## config.mk

```make
export PLATFORM = sky130hd
export DESIGN_NAME = jump_and_increment_exec
export DESIGN_NICKNAME = d
export VERILOG_FILES = /design/src/pkg/jump_inc_pkg.sv /design/src/jump_and_increment_exec.sv
export VERILOG_INCLUDE_DIRS = /design/src /design/src/pkg
export SDC_FILE = /design/constraint.sdc
export NUM_CORES = 1
export LEC_CHECK = 0
export BUFFER_PORTS_ARGS = -buffer_cell sky130_fd_sc_hd__buf_2
export CAP_MARGIN = 25
export CORE_AREA = 2 2 113 82
export CTS_CLUSTER_SIZE = 25
export DETAILED_ROUTE_END_ITERATION = 12
export DIE_AREA = 0 0 115 84
export PLACE_DENSITY = 0.76
export SLEW_MARGIN = 20
export SYNTH_ARGS = -nofsm -noshare
export SYNTH_HDL_FRONTEND = slang
export SYNTH_SLANG_ARGS = --single-unit
export TNS_END_PERCENT = 30
```

## constraint.sdc

```tcl
create_clock -name CLK -period 1.8 [get_ports CLK]
set_input_delay 0.36 -clock CLK [delete_from_list [all_inputs] [get_ports CLK]]
set_output_delay 0.36 -clock CLK [all_outputs]
set_load 0.02 [all_outputs]
```

## src/pkg/jump_inc_consts.svh

```systemverilog
// Constants for the absolute jump and file increment executor.
`ifndef JUMP_INC_CONSTS_SVH
`define JUMP_INC_CONSTS_SVH
`define JMP_FIRST_OP 8'hef
`define JMP_SECOND_OP 4'hf
`define INC_OP 6'h0a
`define INDEXED_LIMIT 8'h5f
`define ACCESS_HIGH_START 8'h60
`define ACCESS_HIGH_BANK 4'hf
`define PROG_CNT_RESET 21'h000000
`define PROG_CNT_STEP 21'h000002
`define WORD_ALIGN 1'h0
`define INC_STEP_WIDE 9'h001
`define NIBBLE_STEP 5'h01
`define OVERFLOW_OPERAND 8'h7f
`define ZERO_NIBBLE 4'h0
`define OPCODE_MSB 15
`define JMP_FIRST_LSB 8
`define JMP_SECOND_LSB 12
`define INC_OP_LSB 10
`define DEST_BIT 9
`define ACCESS_BIT 8
`define LIT_HIGH_MSB 11
`define FILE_MSB 7
`define FILE_LSB 0
`define NIBBLE_MSB 3
`define CARRY_BIT 8
`define NIBBLE_CARRY_BIT 4
`define SIGN_BIT 7
`define BYTE_RESET 8'h00
`define BANK_RESET 4'h0
`endif

```

## src/pkg/jump_inc_pkg.sv

```systemverilog
// Types shared by the jump and increment executor.
package jump_inc_pkg;
  typedef enum logic [1:0] {
    ST_DECODE = 2'b00,
    ST_JUMP_SECOND = 2'b01,
    ST_JUMP_NOP = 2'b10
  } exec_state_type;
  typedef struct packed {
    logic carry;
    logic digit_carry_flag;
    logic negative;
    logic overflow_flag;
    logic zero;
  } status_flags_type;
  typedef struct packed {
    logic wr_en;
    logic [11:0] addr;
    logic [7:0] data;
  } file_write_type;
endpackage : jump_inc_pkg

```

## src/jump_and_increment_exec.sv

```systemverilog
// Executor for the two-word absolute jump and the file register increment.
//
// Functional notes
// - Jump is two words, EFh then Fh prefix.
// - Jump literal loads program counter bits 20..1.
// - Jump takes three cycles, third is no-op.
// - Increment reads file, adds one, writes destination.
// - Destination bit 0 writes working register only.
// - Destination bit 1 writes back to file.
// - Bank bit 0 addresses the access bank.
// - Extended set, bank 0, f<=5Fh is indexed.
`timescale 1ns/1ps
`include "jump_inc_consts.svh"

module jump_and_increment_exec
  import jump_inc_pkg::*;
(
  // Clock and reset.
  input wire logic CLK,
  input wire logic ARST_N,
  // Instruction cycle and fetched word.
  input wire logic INSTR_CYCLE_EN,
  input wire logic [15:0] INSTR_WORD,
  // Core state inputs.
  input wire logic EXTENDED_SET_EN,
  input wire logic [3:0] BANK_SELECT_REGISTER,
  input wire logic [11:0] INDEX_BASE,
  input wire logic [7:0] FILE_READ_DATA,
  // File address presented for the read.
  output logic [11:0] FILE_READ_ADDR,
  // Results.
  output logic [20:0] PROGRAM_COUNTER,
  output logic [7:0] WORKING_REG,
  output file_write_type FILE_WRITE,
  output status_flags_type STATUS_FLAGS,
  output logic JUMP_BUSY
);

  // ------------------------------------------------------------------
  // Registers and decode signals.
  // ------------------------------------------------------------------
  exec_state_type state_reg, state_next;
  logic busy_reg, busy_next;
  logic [7:0] low_lit_reg, low_lit_next;
  logic [20:0] prog_cnt_reg, prog_cnt_next;
  logic [7:0] w_reg, w_next;
  file_write_type fw_reg, fw_next;
  status_flags_type flags_reg, flags_next;
  logic [11:0] raddr_reg, raddr_next;
  logic [7:0] file_field;
  logic dest_to_file;
  logic bank_mode;
  logic is_jump_first;
  logic is_jump_second;
  logic is_inc;
  logic do_inc;
  logic [11:0] inc_addr;
  logic [8:0] sum;
  logic [4:0] low_sum;
  logic [7:0] result;

  // ------------------------------------------------------------------
  // Instruction field decode.
  // ------------------------------------------------------------------
  assign file_field = INSTR_WORD[`FILE_MSB:`FILE_LSB];
  assign dest_to_file = INSTR_WORD[`DEST_BIT];
  assign bank_mode = INSTR_WORD[`ACCESS_BIT];
  assign is_jump_first = (INSTR_WORD[`OPCODE_MSB:`JMP_FIRST_LSB] == `JMP_FIRST_OP);
  assign is_jump_second = (INSTR_WORD[`OPCODE_MSB:`JMP_SECOND_LSB] == `JMP_SECOND_OP);
  assign is_inc = (INSTR_WORD[`OPCODE_MSB:`INC_OP_LSB] == `INC_OP);
  // An increment only runs on an enabled edge while no jump is in flight.
  assign do_inc = INSTR_CYCLE_EN && (state_reg == ST_DECODE) && is_inc;

  // ------------------------------------------------------------------
  // Address formation for the increment.
  // ------------------------------------------------------------------
  always_comb begin
    if (bank_mode) begin
      inc_addr = {BANK_SELECT_REGISTER, file_field};
    end else if (EXTENDED_SET_EN && (file_field <= `INDEXED_LIMIT)) begin
      inc_addr = INDEX_BASE + {`ZERO_NIBBLE, file_field};
    end else if (file_field >= `ACCESS_HIGH_START) begin
      inc_addr = {`ACCESS_HIGH_BANK, file_field};
    end else begin
      inc_addr = {`ZERO_NIBBLE, file_field};
    end
  end

  // ------------------------------------------------------------------
  // Increment arithmetic.
  // ------------------------------------------------------------------
  assign sum = {1'h0, FILE_READ_DATA} + `INC_STEP_WIDE;
  assign low_sum = {1'h0, FILE_READ_DATA[`NIBBLE_MSB:`FILE_LSB]} + `NIBBLE_STEP;
  assign result = sum[`FILE_MSB:`FILE_LSB];

  // ------------------------------------------------------------------
  // Jump sequencer.
  // ------------------------------------------------------------------
  always_comb begin
    state_next = state_reg;
    low_lit_next = low_lit_reg;
    if (INSTR_CYCLE_EN) begin
      case (state_reg)
        ST_DECODE: begin
          if (is_jump_first) begin
            low_lit_next = file_field;
            state_next = ST_JUMP_SECOND;
          end
        end
        ST_JUMP_SECOND: begin
          if (is_jump_second) begin
            state_next = ST_JUMP_NOP;
          end else begin
            state_next = ST_DECODE;
          end
        end
        ST_JUMP_NOP: begin
          state_next = ST_DECODE;
        end
        default: begin
          state_next = ST_DECODE;
        end
      endcase
    end
    busy_next = (state_next != ST_DECODE);
  end

  always_ff @(posedge CLK or negedge ARST_N) begin
    if (!ARST_N) begin
      state_reg <= ST_DECODE;
      busy_reg <= 1'h0;
      low_lit_reg <= `BYTE_RESET;
    end else begin
      state_reg <= state_next;
      busy_reg <= busy_next;
      low_lit_reg <= low_lit_next;
    end
  end

  // ------------------------------------------------------------------
  // Program counter.
  // ------------------------------------------------------------------
  always_comb begin
    prog_cnt_next = prog_cnt_reg;
    if (INSTR_CYCLE_EN) begin
      case (state_reg)
        ST_DECODE: begin
          if (!is_jump_first) begin
            prog_cnt_next = prog_cnt_reg + `PROG_CNT_STEP;
          end
        end
        ST_JUMP_SECOND: begin
          if (is_jump_second) begin
            prog_cnt_next = {INSTR_WORD[`LIT_HIGH_MSB:`FILE_LSB], low_lit_reg, `WORD_ALIGN};
          end else begin
            prog_cnt_next = prog_cnt_reg + `PROG_CNT_STEP;
          end
        end
        ST_JUMP_NOP: begin
          prog_cnt_next = prog_cnt_reg;
        end
        default: begin
          prog_cnt_next = prog_cnt_reg;
        end
      endcase
    end
  end

  always_ff @(posedge CLK or negedge ARST_N) begin
    if (!ARST_N) begin
      prog_cnt_reg <= `PROG_CNT_RESET;
    end else begin
      prog_cnt_reg <= prog_cnt_next;
    end
  end

  // ------------------------------------------------------------------
  // Working register.
  // ------------------------------------------------------------------
  always_comb begin
    w_next = w_reg;
    if (do_inc && !dest_to_file) begin
      w_next = result;
    end
  end

  always_ff @(posedge CLK or negedge ARST_N) begin
    if (!ARST_N) begin
      w_reg <= `BYTE_RESET;
    end else begin
      w_reg <= w_next;
    end
  end

  // ------------------------------------------------------------------
  // File register write-back.
  // ------------------------------------------------------------------
  always_comb begin
    fw_next = fw_reg;
    fw_next.wr_en = 1'h0;
    if (do_inc && dest_to_file) begin
      fw_next.wr_en = 1'h1;
      fw_next.addr = inc_addr;
      fw_next.data = result;
    end
  end

  always_ff @(posedge CLK or negedge ARST_N) begin
    if (!ARST_N) begin
      fw_reg <= '0;
    end else begin
      fw_reg <= fw_next;
    end
  end

  // ------------------------------------------------------------------
  // Status flags.
  // ------------------------------------------------------------------
  always_comb begin
    flags_next = flags_reg;
    if (do_inc) begin
      flags_next.carry = sum[`CARRY_BIT];
      flags_next.digit_carry_flag = low_sum[`NIBBLE_CARRY_BIT];
      flags_next.negative = result[`SIGN_BIT];
      flags_next.overflow_flag = (FILE_READ_DATA == `OVERFLOW_OPERAND);
      flags_next.zero = (result == `BYTE_RESET);
    end
  end

  always_ff @(posedge CLK or negedge ARST_N) begin
    if (!ARST_N) begin
      flags_reg <= '0;
    end else begin
      flags_reg <= flags_next;
    end
  end

  // ------------------------------------------------------------------
  // Decoded read address, held between instruction cycles.
  // ------------------------------------------------------------------
  always_comb begin
    raddr_next = raddr_reg;
    if (INSTR_CYCLE_EN) begin
      raddr_next = inc_addr;
    end
  end

  always_ff @(posedge CLK or negedge ARST_N) begin
    if (!ARST_N) begin
      raddr_reg <= '0;
    end else begin
      raddr_reg <= raddr_next;
    end
  end

  // ------------------------------------------------------------------
  // Outputs, each straight from its register.
  // ------------------------------------------------------------------
  assign PROGRAM_COUNTER = prog_cnt_reg;
  assign WORKING_REG = w_reg;
  assign FILE_WRITE = fw_reg;
  assign STATUS_FLAGS = flags_reg;
  assign FILE_READ_ADDR = raddr_reg;
  assign JUMP_BUSY = busy_reg;

endmodule : jump_and_increment_exec

```

==> qor.csv, run 1 <==
metric,value,unit
Fin. Hold Viols,0,
drt initial violations,329,
Core Rows,29,
share of layout cells above drive strength 1,0.379,
wire length per cell,17.4,um
"Distinct cells, synth",56,
status,"finished, violations left",
routed via count,4167,
Synth Instances,455,
post-synthesis sequential area ratio,0.475,
CTS H-tree lvls,3,
maximum VDD drop,0.468,mV
worst reg2reg path startpoint,PROGRAM_COUNTER[1]$_DFFE_PN0P_,
die span in x,115,um
unrepaired setup endpoints after global routing,yes,
# setup viols final,2,
final non-filler cell total,736,
die footprint,0.00966,mm2
Worst Path Max Fanout,4,
Pre-Repair DR Iteration Count,5,
Post-synth top flop,dfrtp_1,
max frequency,0.545,GHz
crit path buf inv count,0,
Pwr Density,958,mW/mm2
top cell type's share of synthesized area,0.475,
number of port buffers,110,
CTS tree,yes,
ant diodes,0,
"delay-heaviest family, CP",simple AND/OR/NAND/NOR gates,
nets,679,
vias in the first global route,4037,
violated checks,negative setup slack,
Area after DPL,0.00522,mm2
Final min period,1.83,ns
Worst Setup Path Type,reg -> reg,
"Remaining Overflow, GRT",0,
largest net degree at the start of global routing,40,
CTS sink count,77,
Initial Util,0.466,
first-pass GRT wire length,19600,um
Post-synth EDFFs,0,
Synth area leader,dfrtp_1,
final hold slack,0.297,ns
CTS buffer count,9,
fin area,0.00575,mm2
reg2reg end,PROGRAM_COUNTER[20]$_DFFE_PN0P_,
Layout Skew,0.00704,ns
CP peak stage delay,0.50,ns
Max-cap violations,0,
Worst path slowest cell,or4b_4,
Startpoint Class,flip-flop,
core area,0.00871,mm2
fraction of registers with async set/reset,1.00,
clk buf depth,2,
post-DR vias/cell,5.66,
final setup margin,-0.0346,ns
dpl ws,-0.337,ns
Worst Reg-to-Reg Cells,6,
Cell Count Post-Placement,716,
"Clk Latency, worst-skew pair",0.33,ns
Total Power,5.51,mW
Lkg Pwr,2.80,nW
Clock Tree Root,clkbuf_16,
I/O pins,112,
Clock transition at path regs,0.06,ns
Post-Syn Area,0.00406,mm2
CP endpoint kind,flip-flop,
Final ANT Viol Nets,0,
antenna violations before repair,0,
max reg flops,21,
synthesized area per cell,8.92,um2
worst endpoint required time,1.99,ns
Residual DRC,0,
Synthesis Warnings,0,
die height,84,um
"FF+latch count, synth",77,
Worst Hold Path EP,WORKING_REG[0]$_DFFE_PN0P_,
WHS Path Cells,2,
setup TNS,-0.0359,ns
FF-to-FF setup slack,-0.03,ns
hpwl dp,9230,um
Hold WC Path Type,in -> reg,
Slew Limit Fails,0,
worst path cell trace,"and4_4, or4b_4, nor2_4, nand4_1, o22ai_1, a2bb2oi_1",
Area contributors post-synth,"dfrtp_1, a21oi_1, nor2_1, nand2_1, o21ai_0",
area grow syn2layout,41.7,%
final core occ,0.661,
DRT Wirelength,12800,um
Overall Global Routing Usage,0.260,
final worst path period share,1.02,
synthesized net count,510,
data arrival time of the critical path,2.03,ns
Hold Crit Start,FILE_READ_DATA[0],
Final GP Congestion,0.923,
layout make-up:
| class | count | area (um2) |
|---|---|---|
| Sequential cell | 77 | 1930 |
| Timing Repair Buffer | 179 | 1170 |
| Tap cell | 108 | 135 |
| Clock buffer | 9 | 225 |
| Fill cell | 723 | 2960 |
| Clock inverter | 6 | 88.8 |
| Multi-Input combinational cell | 343 | 2150 |
| Inverter | 14 | 55.1 |
synthesized netlist by cell type, drive strengths merged (6+ instances only):
library cell	count
nor2	54
nor3	15
nand2b	6
buf	7
dfrtp	77
nand3	14
mux2	8
xnor2	7
o21ai	38
nand2	51
nand4	7
a21oi	66
inv	14
ha	10
mux2i	6
clkbuf	14
cell families after synthesis:
family / synth area share
AO/OA/AOI/OAI: 0.198
buffers and inverters: 0.0351
XOR/XNOR: 0.0259
other: 0.000924
flip-flops: 0.475
AND/OR/NAND/NOR: 0.193
adder cells (fa/ha/maj): 0.0358
multiplexers: 0.0370
metal layers:
layer	vias up	wire length, um	track usage	part of all wire
li1	1954	-	-	-
met5	-	0	0	0
met2	186	5990	0.406	0.47
met4	0	324	0.102	0.025
met1	1995	5600	0.359	0.44
met3	32	886	0.0494	0.069
worst register-to-register path: cells and delay by family, from the launching register on:
kind	cells	cell delay (ns)
AND/OR/NAND/NOR	4	1.04
AO/OA/AOI/OAI	2	0.28
flip-flops	1	0.39
cells in the final DEF (no fill, tap or decap), drive strengths merged, types with 4 or more instances in the layout:
cell / instances
a21oi: 66
a31oi: 5
buf: 177
clkbuf: 10
dfrtp: 77
ha: 10
inv: 14
mux2: 8
mux2i: 6
nand2: 51
nand2b: 6
nand3: 14
nand4: 7
nor2: 54
nor3: 15
o21ai: 38
o22ai: 4
o31ai: 5
or3: 4
xnor2: 7
xor2: 5
worst max path at each step:
stage,startpoint,to,slack (ns),cells past startpoint
2_1_floorplan,PROGRAM_COUNTER[8]$_DFFE_PN0P_,PROGRAM_COUNTER[20]$_DFFE_PN0P_,-0.07,6
3_3_place_gp,INSTR_WORD[14],PROGRAM_COUNTER[14]$_DFFE_PN0P_,-0.29,7
3_5_place_dp,INSTR_WORD[14],PROGRAM_COUNTER[11]$_DFFE_PN0P_,-0.34,7
4_1_cts,PROGRAM_COUNTER[2]$_DFFE_PN0P_,PROGRAM_COUNTER[19]$_DFFE_PN0P_,0.005,7
5_1_grt,PROGRAM_COUNTER[1]$_DFFE_PN0P_,PROGRAM_COUNTER[20]$_DFFE_PN0P_,-0.12,6
6_report,PROGRAM_COUNTER[1]$_DFFE_PN0P_,PROGRAM_COUNTER[20]$_DFFE_PN0P_,-0.03,6
report_power, final:
part	switching [mW]	internal, mW
Clock	0.701	1.21
Combinational	0.894	0.611
Sequential	0.152	1.95
timing repair:
item | 4_1_cts | 5_1_grt
setup buffers | 0 | 2
pin swaps | 1 | 14
resized for setup | 6 | 41
hold buffers | 1 | 0
setup endpoints to repair | 33 | 50
gates cloned | 0 | 2
endpoints found under the hold margin | 19 | 0
Power figures use the tool's default switching activity.
==> inputs of run 2 (changes only) <==
CORE_AREA = 2 2 143 103   (was 2 2 113 82)
DIE_AREA = 0 0 145 105   (was 0 0 115 84)
PLACE_DENSITY = default   (was 0.76)
==> qor.csv, run 2 (synthesis gave the netlist of run 1 again) <==
metric,value,unit,change
status,finished clean,,
nets,672,,-1.0%
final setup margin,0.0189,ns,+0.0535 ns
Pre-Repair DR Iteration Count,5,,unchanged
CTS tree,yes,,
vias in the first global route,3934,,-2.6%
Pwr Density,910,mW/mm2,-5.0%
Core Rows,36,,+24%
crit path buf inv count,0,,unchanged
multi-input logic area,0.00210,mm2,-2.0%
CTS H-tree lvls,3,,unchanged
FF/Latch Area,0.00193,mm2,unchanged
Worst path slowest cell,or4b_4,,
Fin. Hold Viols,0,,unchanged
Clock Tree Root,clkbuf_16,,
die span in x,145,um,+26%
Startpoint Class,flip-flop,,
Worst Setup Path Type,reg -> reg,,
post-DR vias/cell,4.94,,-13%
Overall Global Routing Usage,0.170,,-0.0898
maximum VDD drop,0.385,mV,-18%
Initial Util,0.295,,-0.171
core area,0.0137,mm2,+58%
CTS sink count,77,,unchanged
Final ANT Viol Nets,0,,unchanged
# setup viols final,0,,-2
worst endpoint required time,2.05,ns,+0.06 ns
"commonest non-fill, non-tap cell in the layout",buf_2,,
die footprint,0.0152,mm2,+58%
I/O pins,112,,unchanged
drt initial violations,269,,-18%
M3 GR Usage,0.0432,,-0.00615
Layout Skew,0.00796,ns,+0.000919 ns
largest net degree at the start of global routing,40,,unchanged
met1 GRT Util,0.243,,-0.116
dpl ws,-0.264,ns,+0.0728 ns
GRT Max-Usage Layer,met2,,
wire length per cell,15.7,um,-9.5%
"Clk Latency, worst-skew pair",0.33,ns,about the same
clk buf depth,2,,unchanged
area grow syn2layout,40.2,%,
CP peak stage delay,0.50,ns,about the same
fin area,0.00569,mm2,-1.1%
"delay-heaviest family, CP",simple AND/OR/NAND/NOR gates,,
final non-filler cell total,810,,+10%
die height,105,um,+25%
Final min period,1.78,ns,-0.0535 ns
max frequency,0.561,GHz,+3.0%
Worst Path Max Fanout,5,,+1
most frequent cells in the layout,"buf_2, dfrtp_1, a21oi_1",,
Residual DRC,0,,unchanged
hpwl dp,9880,um,+7.0%
number of port buffers,110,,unchanged
fill cell count,1378,,+91%
Max-cap violations,0,,unchanged
final hold slack,0.300,ns,+0.00331 ns
DRT Wirelength,12700,um,-0.35%
"Remaining Overflow, GRT",0,,unchanged
antenna violations before repair,0,,unchanged
share of layout cells above drive strength 1,0.353,,-0.0258
final core occ,0.414,,-0.246
Clock transition at path regs,0.06,ns,about the same
CP endpoint kind,flip-flop,,
ant diodes,0,,unchanged
CTS buffer count,9,,unchanged
met2 Track Usage GR,0.259,,-0.147
data arrival time of the critical path,2.03,ns,about the same
routed via count,4000,,-4.0%
Cell Count Post-Placement,794,,+11%
Slew Limit Fails,0,,unchanged
Area after DPL,0.00531,mm2,+1.9%
max reg flops,21,,unchanged
first-pass GRT wire length,20700,um,+5.4%
worst path cell trace,"and4_4, or4b_4, nor2_4, nand4_1, a21oi_1, a2bb2oi_1",,
Final GP Congestion,0.874,,-5.3%
final worst path period share,0.989,,-0.0297
Hold WC Path Type,in -> reg,,
unrepaired setup endpoints after global routing,yes,,
Lkg Pwr,2.75,nW,-1.6%
run 2: cell count changes in the layout (fill, tap and decap cells not counted), sizes merged:
cell / delta
buf: -6
bufinv: -2
clkinvlp: -2
clkbuf: +1
clkinv: +1
run 2: area by class of cell:
cell class,instances,share of cell area
Sequential cell,77,0.339
Inverter,14,0.0101
Multi-Input combinational cell,343,0.370
Clock buffer,11,0.0426
Tap cell,190,0.0418
Clock inverter,3,0.00264
Timing Repair Buffer,172,0.194
run 2: worst reg2reg max path, cell delays in order (launching register included):
cell and delay [ns]:
dfrtp_2 0.39, and4_4 0.23, or4b_4 0.50, nor2_4 0.13, nand4_1 0.13, a21oi_1 0.15, a2bb2oi_1 0.17
run 2: through the flow:
stage	setup TNS [ns]	total power [mW]
2_1_floorplan	-0.165	2.87
3_3_place_gp	-2.62	3.54
3_5_place_dp	-3.78	3.59
4_1_cts	-0.0134	5.22
5_1_grt	-0.361	5.48
6_report	0	5.18
run 2: routing by layer:
layer | up-vias | wire length (um)
met5 | - | 0
met2 | 109 | 5580
li1 | 1945 | -
met1 | 1935 | 6300
met4 | 0 | 127
met3 | 11 | 740
run 2: path summary, 6_finish.rpt:
kind / startpoint / endpoint / slack [ns] / cells after the start
worst min register to register: FILE_WRITE[1]$_DFFE_PN0P_ / FILE_WRITE[1]$_DFFE_PN0P_ / 0.46 / 2
min in group asynchronous: ARST_N / STATUS_FLAGS[3]$_DFFE_PN0P_ / 0.50 / 2
worst max register to register: PROGRAM_COUNTER[2]$_DFFE_PN0P_ / PROGRAM_COUNTER[20]$_DFFE_PN0P_ / 0.02 / 6
worst min-delay path: FILE_READ_DATA[0] / FILE_WRITE[0]$_DFFE_PN0P_ / 0.30 / 2
max in group asynchronous: ARST_N / FILE_WRITE[20]$_DFF_PN0_ / 0.76 / 3
worst max-delay path: PROGRAM_COUNTER[2]$_DFFE_PN0P_ / PROGRAM_COUNTER[20]$_DFFE_PN0P_ / 0.02 / 6
run 2: where the power goes:
part / internal, mW / leakage (nW) / switching [mW] / total (mW)
logic: 0.601 / 1.63 / 0.876 / 1.48
registers: 1.95 / 0.986 / 0.137 / 2.09
clock network: 0.948 / 0.131 / 0.667 / 1.62
run 2: repair_timing:
action | 4_1_cts | 5_1_grt
hold buffers | 1 | 0
pin swaps | 0 | 4
endpoints found under the setup margin | 19 | 60
cloned | 0 | 1
resized for setup | 4 | 31
hold endpoints to repair | 26 | 0
setup buffers | 0 | 0
==> inputs of run 3 (changes only) <==
RECOVER_POWER = 100   (was default)
==> qor.csv, run 3 (synthesis gave the netlist of run 1 again) <==
metric,value,unit,change
Clock transition at path regs,0.06,ns,about the same
Overall Global Routing Usage,0.170,,unchanged
max frequency,0.562,GHz,+0.18%
CTS H-tree lvls,3,,unchanged
worst reg2reg path startpoint,PROGRAM_COUNTER[2]$_DFFE_PN0P_,,
fill cell count,1426,,+3.5%
ant diodes,0,,unchanged
final setup margin,0.0220,ns,+0.00312 ns
drt initial violations,223,,-17%
Clock Tree Root,clkbuf_16,,
largest net degree at the start of global routing,40,,unchanged
# setup viols final,0,,unchanged
vias in the first global route,3934,,unchanged
Total Power,5.12,mW,-1.1%
DRT Wirelength,12800,um,about the same
Hold WC Path Type,in -> reg,,
fin area,0.00556,mm2,-2.3%
routed via count,3981,,-0.48%
Worst Path Max Fanout,5,,unchanged
nets,672,,unchanged
share of layout cells above drive strength 1,0.245,,-0.108
wire length per cell,15.7,um,about the same
Max-cap violations,0,,unchanged
"Clk Latency, worst-skew pair",0.33,ns,about the same
die span in x,145,um,unchanged
worst endpoint required time,2.01,ns,-0.04 ns
Pwr Density,921,mW/mm2,+1.2%
Final ANT Viol Nets,0,,unchanged
clk buf depth,2,,unchanged
Layout Skew,0.00788,ns,-0.0000846 ns
die footprint,0.0152,mm2,unchanged
Fin. Hold Viols,0,,unchanged
antenna violations before repair,0,,unchanged
Slew Limit Fails,0,,unchanged
relative slew slack,0.490,,
CTS buffer count,9,,unchanged
Area after DPL,0.00531,mm2,unchanged
Initial Util,0.295,,unchanged
unrepaired setup endpoints after global routing,yes,,
first-pass GRT wire length,20700,um,unchanged
Final GP Congestion,0.874,,unchanged
area grow syn2layout,37.1,%,
post-DR vias/cell,4.91,,-0.48%
dpl ws,-0.264,ns,unchanged
number of port buffers,110,,unchanged
CP startpoint,PROGRAM_COUNTER[2]$_DFFE_PN0P_,,
Lkg Pwr,2.51,nW,-8.8%
Residual DRC,0,,unchanged
"commonest non-fill, non-tap cell in the layout",dfrtp_1,,
"Remaining Overflow, GRT",0,,unchanged
CP endpoint kind,flip-flop,,
Final min period,1.78,ns,-0.00313 ns
final hold slack,0.296,ns,-0.00417 ns
status,finished clean,,
most frequent cells in the layout,"dfrtp_1, a21oi_1, clkbuf_1",,
die height,105,um,unchanged
maximum VDD drop,0.385,mV,-0.13%
final core occ,0.405,,-0.00938
Pre-Repair DR Iteration Count,4,,-1
final worst path period share,0.988,,-0.00174
Hold Crit Start,FILE_READ_DATA[0],,
hpwl dp,9880,um,unchanged
core area,0.0137,mm2,unchanged
Worst Setup Path Type,reg -> reg,,
CTS tree,yes,,
Startpoint Class,flip-flop,,
data arrival time of the critical path,1.99,ns,-0.04 ns
Worst Max-Slew Pin Slew,0.765,ns,
max reg flops,21,,unchanged
Core Rows,36,,unchanged
I/O pins,112,,unchanged
post-CTS setup buffers,0,,unchanged
CTS sink count,77,,unchanged
## run 3: where the power goes
part           internal [mW]  leakage (nW)  switching [mW]
Clock                  0.948         0.131           0.670
Combinational          0.538          1.39           0.876
Sequential              1.95         0.986           0.140
Total                   3.44          2.51            1.69
## run 3: cell type report
class	instances	area, um2	share of cell area
Clock buffer	11	243	0.0436
Clock inverter	3	15.0	0.00270
Inverter	14	57.6	0.0103
Multi-Input combinational cell	343	2080	0.374
Sequential cell	77	1930	0.347
Tap cell	190	238	0.0427
Timing Repair Buffer	172	1000	0.180
## run 3: path summary, 6_finish.rpt
check	to	slack (ns)	depth (start not counted)
setup / recovery	PROGRAM_COUNTER[18]$_DFFE_PN0P_	0.02	7
hold / removal	FILE_WRITE[0]$_DFFE_PN0P_	0.30	2
setup reg to reg	PROGRAM_COUNTER[18]$_DFFE_PN0P_	0.02	7
hold reg to reg	FILE_WRITE[1]$_DFFE_PN0P_	0.47	2
max in group asynchronous	PROGRAM_COUNTER[10]$_DFFE_PN0P_	0.36	3
min in group asynchronous	STATUS_FLAGS[3]$_DFFE_PN0P_	0.63	2
## run 3: timing repair
action                                  CTS  global route
resized for setup                         4            31
endpoints found under the hold margin    26             0
hold buffers                              1             0
gates cloned                              0             1
endpoints found under the setup margin   19            60
pin swaps                                 0             4
## run 3: stage by stage
| step | instances | setup TNS (ns) |
|---|---|---|
| after floorplan | 455 | -0.165 |
| after global placement | 794 | -2.62 |
| after detailed placement | 794 | -3.78 |
| after CTS | 809 | -0.0134 |
| after global routing | 810 | -1.66 |
| final | 810 | 0 |
## run 3: critical path, stage by stage, from the launching register on
cell and delay [ns]:
dfrtp_2 0.39, and4_4 0.23, or4b_4 0.50, nor2_4 0.13, buf_4 0.12, nand4_1 0.11, o21ai_2 0.11, a2bb2oi_2 0.07
## run 3: metal layers
layer	global-route usage	routed length, um	vias to the layer above
met5	0	0	-
met4	0.0389	131	0
met3	0.0432	786	13
met2	0.259	5620	116
met1	0.243	6220	1911
li1	-	-	1941
